<file path="src/cold_load_pkg.sv">
/*
 * constants for the cold load pickup and fast curve sequencing block:
 * register offsets, field positions, reset values and the interval timing.
 * assumes a 250 MHz core clock and a 60 Hz power system.
 */
package cold_load_pkg;
  // ************************************************************
  // register byte offsets
  // ************************************************************
  localparam logic [7:0] OFS_CTRL = 8'h00;
  localparam logic [7:0] OFS_DIVERSITY = 8'h04;
  localparam logic [7:0] OFS_NATURAL = 8'h08;
  localparam logic [7:0] OFS_FORCED = 8'h0c;
  localparam logic [7:0] OFS_PICKUP = 8'h10;
  localparam logic [7:0] OFS_GROUND = 8'h14;
  localparam logic [7:0] OFS_RECLOSE1 = 8'h18;
  localparam logic [7:0] OFS_STATUS = 8'h1c;
  // ************************************************************
  // control register fields
  // ************************************************************
  localparam int CTL_PHASE_COLD = 0;
  localparam int CTL_GROUND_COLD = 1;
  localparam int CTL_RECLOSE_EN = 2;
  localparam int CTL_RESTORE_LO = 3; // phase, ground, sef restore enables
  localparam int CTL_TRIPS_LO = 8; // trip operations to lockout, 3 bits
  localparam int CTL_PFAST_LO = 12; // phase fast curve operation count
  localparam int CTL_GFAST_LO = 16; // ground fast curve operation count
  localparam logic [31:0] CTRL_RST = 32'h0002_2504;
  // ************************************************************
  // reset values and thresholds
  // ************************************************************
  localparam logic [15:0] DELAY_RST = 16'h0004;
  localparam logic [31:0] PICKUP_RST = 32'h0002_0064;
  localparam logic [15:0] GROUND_RST = 16'h00c8;
  localparam logic [15:0] RECLOSE1_RST = 16'h0001;
  localparam logic [15:0] NEUTRAL_LIMIT_MA = 16'h0064; // 0.1 A secondary
  localparam logic [2:0] MAX_SHOT = 3'h4;
  // ************************************************************
  // processing interval: one quarter of a power system cycle
  // ************************************************************
  localparam int CLK_HZ = 250_000_000;
  localparam int SYSTEM_HZ = 60;
  localparam int INTERVALS_PER_CYCLE = 4;
  localparam int INTERVAL_CLKS = CLK_HZ / (SYSTEM_HZ * INTERVALS_PER_CYCLE);
  localparam int GROUPS = 3; // phase, ground, sef
endpackage

</file>
<file path="src/cold_load_fast_curve_ctrl.sv">
/*
 * cold load pickup latches, return timers and shot state tracking for a
 * recloser control, with a classic wishbone register slave.
 * assumes breaker status, reclosing sequencer states and element pickups
 * are synchronous to clk_i; the sequencer pulses reclose_issue_i just
 * before each reclose and keeps it for exactly one processing interval.
 */
`timescale 1ns/10ps
// What this block does
// - diversity timer enabled by phase or ground
// - diversity timer runs open and locked out
// - defeated reclosing zeroes reset, cycle, lockout states
// - timer expiry sets diversity lost for groups
// - diversity lost seals in phase engaged latch
// - engaged phase latch blocks fast curve
// - engaged phase delay curve follows cold instantaneous
// - natural return releases latch after timer
// - forced timer starts closed with restore enabled
// - forced return releases if restore enabled
// - ground return uses neutral below 0.1 A
// - ground enable drives ground and sef latches
// - one shot bit at a time
// - shot advances just before each reclose
// - fewer trips limit highest shot reached
// - phase fast permit for shots below count
// - ground fast permit built the same way
// - neutral fast ground chosen when more sensitive
// - defeated reclosing clears shots, enables fast curves with a nonzero count
// - logic evaluated once per quarter cycle
module cold_load_fast_curve_ctrl
  import cold_load_pkg::*;
#(
  parameter int TICK_CLKS = INTERVAL_CLKS,
  parameter int TW = 16
) (
  // clock and reset
  input wire logic clk_i,
  input wire logic rst_i,
  // wishbone slave
  input wire logic wb_cyc_i,
  input wire logic wb_stb_i,
  input wire logic wb_we_i,
  input wire logic [7:0] wb_adr_i,
  input wire logic [3:0] wb_sel_i,
  input wire logic [31:0] wb_dat_i,
  output logic [31:0] wb_dat_o,
  output logic wb_ack_o,
  // breaker and reclosing sequencer
  input wire logic breaker_closed_i,
  input wire logic reclose_lockout_state_i,
  input wire logic reclose_reset_state_i,
  input wire logic reclose_cycle_state_i,
  input wire logic reclose_issue_i,
  output logic reclose_lockout_state_o,
  output logic reclose_reset_state_o,
  output logic reclose_cycle_state_o,
  // element pickups
  input wire logic phase_cold_inst_i,
  input wire logic ground_cold_inst_i,
  input wire logic phase_return_inst_i,
  input wire logic neutral_return_inst_i,
  input wire logic residual_return_inst_i,
  input wire logic sef_return_inst_i,
  // torque controls and status
  output logic phase_fast_torque_o,
  output logic phase_delay_torque_o,
  output logic ground_fast_torque_o,
  output logic ground_delay_torque_o,
  output logic sef_torque_o,
  output logic neutral_fast_ground_o,
  output logic residual_fast_ground_o,
  output logic [23:0] phase_cold_pickup_o,
  output logic [4:0] shot_o,
  output logic phase_fast_permit_o,
  output logic ground_fast_permit_o,
  output logic diversity_lost_o,
  output logic [2:0] cold_engaged_o
);
  // ************************************************************
  // registers and state
  // ************************************************************
  logic [31:0] ctrl_r;
  logic [TW-1:0] div_delay_r;
  logic [TW-1:0] nat_delay_r;
  logic [TW-1:0] frc_delay_r;
  logic [31:0] pickup_r;
  logic [15:0] gnd_min_r;
  logic [15:0] reclose1_r;
  logic ack_r;
  logic [31:0] rdata_r;
  logic [31:0] tick_cnt_r;
  logic tick;
  logic [TW-1:0] div_cnt_r;
  logic [TW-1:0] frc_cnt_r;
  logic [TW-1:0] nat_cnt_r [GROUPS];
  logic [2:0] engaged_r;
  logic [2:0] shot_r;
  logic [23:0] cold_pu_r;

  // ************************************************************
  // settings decode
  // ************************************************************
  wire phase_cold_enable = ctrl_r[CTL_PHASE_COLD];
  wire ground_cold_enable = ctrl_r[CTL_GROUND_COLD];
  wire reclosing_enable_setting = ctrl_r[CTL_RECLOSE_EN];
  wire [2:0] restore_en = ctrl_r[CTL_RESTORE_LO +: 3];
  wire [2:0] trip_ops = ctrl_r[CTL_TRIPS_LO +: 3];
  wire [2:0] phase_op_count = ctrl_r[CTL_PFAST_LO +: 3];
  wire [2:0] ground_op_count = ctrl_r[CTL_GFAST_LO +: 3];
  // reclosing counts as absent with no first interval or when switched off
  wire defeated = (reclose1_r == 16'h0000) || !reclosing_enable_setting;
  // ground and sef share one enable since they see the same zero sequence
  wire [2:0] group_en = {ground_cold_enable, ground_cold_enable, phase_cold_enable};
  // the neutral channel resolves small settings that the phase inputs cannot
  wire use_neutral = gnd_min_r < NEUTRAL_LIMIT_MA;
  wire ground_return = use_neutral ? neutral_return_inst_i : residual_return_inst_i;
  wire [2:0] return_inst = {sef_return_inst_i, ground_return, phase_return_inst_i};

  // ************************************************************
  // wishbone slave
  // ************************************************************
  wire wb_req = wb_cyc_i && wb_stb_i && !ack_r;
  wire wb_wr = wb_req && wb_we_i;
  wire hit_ctrl = wb_adr_i == OFS_CTRL;
  wire hit_div = wb_adr_i == OFS_DIVERSITY;
  wire hit_nat = wb_adr_i == OFS_NATURAL;
  wire hit_frc = wb_adr_i == OFS_FORCED;
  wire hit_pu = wb_adr_i == OFS_PICKUP;
  wire hit_gnd = wb_adr_i == OFS_GROUND;
  wire hit_rc1 = wb_adr_i == OFS_RECLOSE1;
  wire hit_stat = wb_adr_i == OFS_STATUS;
  wire [31:0] status_word = {10'h000, shot_o, ground_fast_permit_o, phase_fast_permit_o,
                             defeated, diversity_lost_o, 10'h000, engaged_r};
  // unmapped addresses read as zero and ignore writes
  wire [31:0] rd_mux = hit_ctrl ? ctrl_r :
                       hit_div ? 32'(div_delay_r) :
                       hit_nat ? 32'(nat_delay_r) :
                       hit_frc ? 32'(frc_delay_r) :
                       hit_pu ? pickup_r :
                       hit_gnd ? {16'h0000, gnd_min_r} :
                       hit_rc1 ? {16'h0000, reclose1_r} :
                       hit_stat ? status_word : 32'h0000_0000;

  // byte lane merge for writes
  function automatic logic [31:0] merge(input logic [31:0] old, input logic [31:0] din,
                                        input logic [3:0] be);
    logic [31:0] res;
    res = old;
    for (int b = 0; b < 4; b++) begin
      if (be[b]) begin
        res[8*b +: 8] = din[8*b +: 8];
      end
    end
    return res;
  endfunction

  // ack one cycle after the request, dropped the cycle after
  always_ff @(posedge clk_i) begin
    if (rst_i) begin
      ack_r <= 1'b0;
      rdata_r <= 32'h0000_0000;
    end else begin
      ack_r <= wb_req;
      rdata_r <= rd_mux;
    end
  end

  // settings registers
  always_ff @(posedge clk_i) begin
    if (rst_i) begin
      ctrl_r <= CTRL_RST;
      div_delay_r <= TW'(DELAY_RST);
      nat_delay_r <= TW'(DELAY_RST);
      frc_delay_r <= TW'(DELAY_RST);
      pickup_r <= PICKUP_RST;
      gnd_min_r <= GROUND_RST;
      reclose1_r <= RECLOSE1_RST;
    end else if (wb_wr) begin
      if (hit_ctrl) ctrl_r <= merge(ctrl_r, wb_dat_i, wb_sel_i);
      if (hit_div) div_delay_r <= TW'(merge(32'(div_delay_r), wb_dat_i, wb_sel_i));
      if (hit_nat) nat_delay_r <= TW'(merge(32'(nat_delay_r), wb_dat_i, wb_sel_i));
      if (hit_frc) frc_delay_r <= TW'(merge(32'(frc_delay_r), wb_dat_i, wb_sel_i));
      if (hit_pu) pickup_r <= merge(pickup_r, wb_dat_i, wb_sel_i);
      if (hit_gnd) gnd_min_r <= 16'(merge({16'h0000, gnd_min_r}, wb_dat_i, wb_sel_i));
      if (hit_rc1) reclose1_r <= 16'(merge({16'h0000, reclose1_r}, wb_dat_i, wb_sel_i));
    end
  end

  assign wb_ack_o = ack_r;
  assign wb_dat_o = rdata_r;

  // ************************************************************
  // processing interval tick
  // ************************************************************
  // every timer and latch below moves only on this tick
  assign tick = tick_cnt_r == 32'(TICK_CLKS - 1);
  always_ff @(posedge clk_i) begin
    if (rst_i) begin
      tick_cnt_r <= 32'h0000_0000;
    end else begin
      tick_cnt_r <= tick ? 32'h0000_0000 : tick_cnt_r + 32'h0000_0001;
    end
  end

  // ************************************************************
  // loss of load diversity and forced return timers
  // ************************************************************
  wire div_run = (phase_cold_enable || ground_cold_enable)
                 && !breaker_closed_i && (reclose_lockout_state_i || defeated);
  wire diversity_lost = div_run && (div_cnt_r >= div_delay_r);
  wire frc_run = breaker_closed_i && (restore_en != 3'h0);
  wire forced_return_done = frc_run && (frc_cnt_r >= frc_delay_r);

  // timers clear on the next tick after their run condition drops
  always_ff @(posedge clk_i) begin
    if (rst_i) begin
      div_cnt_r <= '0;
      frc_cnt_r <= '0;
    end else if (tick) begin
      div_cnt_r <= !div_run ? '0 : (diversity_lost ? div_cnt_r : div_cnt_r + TW'(1));
      frc_cnt_r <= !frc_run ? '0 : (forced_return_done ? frc_cnt_r : frc_cnt_r + TW'(1));
    end
  end

  // ************************************************************
  // seal-in latches with natural and forced release
  // ************************************************************
  logic [2:0] nat_run;
  logic [2:0] natural_return_done;
  logic [2:0] release_c;
  logic [2:0] set_c;
  always_comb begin
    for (int g = 0; g < GROUPS; g++) begin
      nat_run[g] = breaker_closed_i && !return_inst[g];
      natural_return_done[g] = nat_run[g] && (nat_cnt_r[g] >= nat_delay_r);
      release_c[g] = natural_return_done[g] || (forced_return_done && restore_en[g]);
      set_c[g] = diversity_lost && group_en[g];
    end
  end

  // release checked first so it wins over a simultaneous set
  always_ff @(posedge clk_i) begin
    if (rst_i) begin
      engaged_r <= 3'h0;
      for (int g = 0; g < GROUPS; g++) nat_cnt_r[g] <= '0;
    end else if (tick) begin
      for (int g = 0; g < GROUPS; g++) begin
        nat_cnt_r[g] <= !nat_run[g] ? '0 : (natural_return_done[g] ? nat_cnt_r[g] : nat_cnt_r[g] + TW'(1));
        if (release_c[g]) begin
          engaged_r[g] <= 1'b0;
        end else if (set_c[g]) begin
          engaged_r[g] <= 1'b1;
        end
      end
    end
  end

  // ************************************************************
  // shot counter
  // ************************************************************
  // five trips give four reclosures; fewer trips cap the count lower
  wire [2:0] shot_cap = (trip_ops == 3'h0) ? 3'h0 :
                        (trip_ops > 3'h5) ? MAX_SHOT : trip_ops - 3'h1;
  always_ff @(posedge clk_i) begin
    if (rst_i) begin
      shot_r <= 3'h0;
    end else if (tick) begin
      if (defeated || reclose_reset_state_i) begin
        shot_r <= 3'h0;
      end else if (reclose_issue_i && shot_r < shot_cap) begin
        shot_r <= shot_r + 3'h1;
      end
    end
  end

  // ************************************************************
  // outputs
  // ************************************************************
  // one-hot decode, all zero while reclosing is absent
  assign shot_o = defeated ? 5'h00 : 5'(5'h01 << shot_r);
  assign phase_fast_permit_o = defeated ? (phase_op_count != 3'h0) : (shot_r < phase_op_count);
  assign ground_fast_permit_o = defeated ? (ground_op_count != 3'h0) : (shot_r < ground_op_count);
  assign reclose_lockout_state_o = reclose_lockout_state_i && !defeated;
  assign reclose_reset_state_o = reclose_reset_state_i && !defeated;
  assign reclose_cycle_state_o = reclose_cycle_state_i && !defeated;
  assign phase_fast_torque_o = phase_fast_permit_o && !engaged_r[0];
  assign phase_delay_torque_o = !engaged_r[0] || phase_cold_inst_i;
  assign ground_fast_torque_o = ground_fast_permit_o && !engaged_r[1];
  assign ground_delay_torque_o = !engaged_r[1] || ground_cold_inst_i;
  assign sef_torque_o = !engaged_r[2] || ground_cold_inst_i;
  assign neutral_fast_ground_o = ground_fast_torque_o && use_neutral;
  assign residual_fast_ground_o = ground_fast_torque_o && !use_neutral;
  assign diversity_lost_o = diversity_lost;
  assign cold_engaged_o = engaged_r;
  assign phase_cold_pickup_o = cold_pu_r;

  // raised pickup only; the delay curve shape is left alone
  always_ff @(posedge clk_i) begin
    if (rst_i) begin
      cold_pu_r <= 24'h00_0000;
    end else begin
      cold_pu_r <= 24'(pickup_r[15:0]) * 24'(pickup_r[23:16]);
    end
  end
endmodule

</file>
<file path="config.mk">
export PLATFORM = sky130hd
export DESIGN_NAME = cold_load_fast_curve_ctrl
export DESIGN_NICKNAME = d
export VERILOG_FILES = /design/src/cold_load_pkg.sv /design/src/cold_load_fast_curve_ctrl.sv
export SDC_FILE = /design/constraint.sdc
export NUM_CORES = 1
export LEC_CHECK = 0
export ABC_AREA = 1
export BUFFER_PORTS_ARGS = -buffer_cell sky130_fd_sc_hd__buf_2
export CAP_MARGIN = 5
export CELL_PAD_IN_SITES_DETAIL_PLACEMENT = 1
export CELL_PAD_IN_SITES_GLOBAL_PLACEMENT = 1
export CORE_MARGIN = 2
export CORE_UTILIZATION = 49
export DETAILED_ROUTE_END_ITERATION = 8
export MAX_ROUTING_LAYER = met4
export PLACE_DENSITY_LB_ADDON = 0.1
export SYNTH_ARGS = -nofsm -noshare
export SYNTH_HDL_FRONTEND = slang
export SYNTH_SLANG_ARGS = --single-unit
</file>
<file path="constraint.sdc">
create_clock -name clk_i -period 11.35 [get_ports clk_i]
set_input_delay 2.27 -clock clk_i [delete_from_list [all_inputs] [get_ports clk_i]]
set_output_delay 2.27 -clock clk_i [all_outputs]
set_load 0.05 [all_outputs]
</file>
==> metrics.csv <==
metric;value;unit
Syn. warnings;0;
Overflow after GRT;0;
vias in the first global route;20151;
cells after synthesis;2784;
setup ws final;5.07;ns
Worst slew margin;0.251;
TritonCTS Buffers;38;
final setup fails;0;
Iter 0 DRT Violations;1075;
met2 WL post-DR;31900;microns
clk_lat worst skew;0.58;ns
RSZ-0062 raised after global routing;no;
post-CTS sizing;0;
achievable frequency;0.159;GHz
CTS tree;yes;
Global Route Usage Sum;0.306;
metal3 WL;2610;microns
HP Class;register to register;
CP arrival;4.01;ns
main flop type after synthesis;dfxtp_1;
DR vias/cell;5.58;
Power, Total;2580;uW
register area share after synthesis;0.333;
hold path cells;1;
Yosys cell types;50;
DRC viols;0;
Max-cap violations;0;
CP Max Fanout;14;
die area;0.0437;sq mm
Clock Path Buffers;3;
Final min period;6.28;ns
CTS sink count;319;
worst r2r path cells;19;
initial antenna violation count;0;
LEAKAGE;0.0107;uW
top layer in use;met4;
count of nets after finishing;3158;
CTS root buf;clkbuf_16;
Power Dens Cells;112;mW/mm^2
Max Slew Vio Count;0;
Syn Nets;3073;
largest net degree at the start of global routing;106;
antenna viol nets, final;0;
peak supply drop;0.108;mV
Worst Max-Slew Pin Slew;1.12;ns
placed cell area;0.0216;sq mm
crit end category;output pin;
post-synth design cell area;0.0206;sq mm
Reg clk slew, reported paths;0.06;ns
Ports;138;
Hold Vio Cnt, Final;0;
commonest non-fill, non-tap cell in the layout;nand2_1;
Core ar.;0.0418;sq mm
die height;209;microns
drt pass-1 iters;5;
Post-Route Skew;0.0181;ns
total negative slack;0;ns
H-tree depth;2;
most frequent cells in the layout;nand2_1 (514), inv_1 (475), nor2_1 (318);
final antenna diode count;0;
Yosys reg bits;319;
pre-CTS setup slack;5.12;ns
EDFF count, synth;48;
via count;19172;
Area Growth Syn to Fin;11.2;%
status;finished clean;
layout cells sized above 1;0.0842;
Hold Buf Count CTS;0;
design area;0.0229;sq mm
async set-reset flop share out of synthesis;0;
DRT met1 WL;28400;microns
placer congestion estimate;0.893;
Starting Density;0.493;
Die X;209;microns
critical path launch point type;primary input;
wire length per cell;18.9;microns
Critical Path RT;9.08;ns
fin crit share;0.553;
Post-CTS Setup Inserts;0;
Syn Area/Cell;7.40;sq um
CP Class;primary input to output pin;
DP HPWL;48400;microns
final wirelength;65000;microns
Port Buf Inserts;137;
global-route wire length before repair;105000;microns
row count;75;
==> cells by family after synthesis <==
| group | synth area share |
|---|---|
| simple gates | 0.224 |
| buf+inv | 0.110 |
| compound gates | 0.144 |
| flops | 0.333 |
| fa+ha+maj | 0.170 |
| xor+xnor | 0.0200 |
==> worst max-delay path, stage by stage <==
cell	delay, ns
buf_2	0.10
inv_1	0.16
nand3_1	0.10
nand2_1	0.35
inv_1	0.17
nand2_1	0.42
inv_1	0.18
buf_2	0.25
==> per-stage QoR <==
stage	util	cells	hold WS, ns
final	0.549	3438	0.458
after global routing	0.549	3438	0.490
after CTS	0.549	3438	0.463
after detailed placement	0.516	3368	0.449
after global placement	0.516	3368	0.426
after floorplan	-	2784	0.430
==> area by class of cell <==
type | count | area, sq um
clock buffer | 49 | 1090
clock inverter | 21 | 260
fill | 5353 | 18800
inverter | 482 | 1810
multi-input combinational | 1886 | 11500
sequential | 319 | 6870
tap | 539 | 674
timing repair buffer | 142 | 726
==> sequential cells by signal, summed over array words and instances, names as in the netlist, 3 cells and up <==
register,count
tick_cnt_r,32
pickup_r,32
div_delay_r,16
wb_dat_o,32
phase_cold_pickup_o,24
cold_engaged_o,3
nat_cnt_r,48
shot_r,3
div_cnt_r,16
gnd_min_r,16
reclose1_r,16
frc_cnt_r,16
frc_delay_r,16
nat_delay_r,16
ctrl_r,32
==> report_power, final <==
part | leakage [uW] | switching (uW) | internal (uW)
registers | 0.00268 | 9.32 | 1150
clock network | 0.000667 | 536 | 784
logic | 0.00732 | 67.6 | 26.5
total | 0.0107 | 613 | 1960
==> cells in the mapped netlist (all sizes together), types with 4 or more instances <==
cell / count / area [sq um]
nor4: 18 / 149
o221ai: 5 / 43.8
nand3: 97 / 495
nor3b: 16 / 130
o21ai: 161 / 806
a21o: 4 / 30.0
nand4: 36 / 240
o21a: 9 / 67.6
nor3: 50 / 265
buf: 31 / 175
clkbuf: 65 / 264
a31oi: 7 / 43.8
xor2: 38 / 333
nand3b: 6 / 45.0
o2111ai: 11 / 96.3
ha: 145 / 1810
dfxtp: 271 / 5430
fa: 84 / 1680
o211ai: 27 / 203
nor2: 329 / 1270
a21oi: 252 / 1260
a211oi: 46 / 345
xnor2: 9 / 78.8
inv: 480 / 1800
or2: 6 / 37.5
edfxtp: 48 / 1440
nand2: 519 / 1970
==> metal layers <==
metal	vias to the layer above	global-route usage
li1	9154	-
met3	111	0.0353
met5	-	-
met1	9524	0.375
met2	383	0.524
met4	0	0.108
==> final timing paths <==
kind | startpoint | slack [ns] | endpoint
setup reg to reg | pickup_r[19] | 6.14 | phase_cold_pickup_o[19]
setup / recovery | reclose_lockout_state_i | 5.07 | diversity_lost_o
hold / removal | wb_ack_o | 0.46 | wb_ack_o
hold reg to reg | wb_ack_o | 0.46 | wb_ack_o
(Power assumes the default switching activity.)
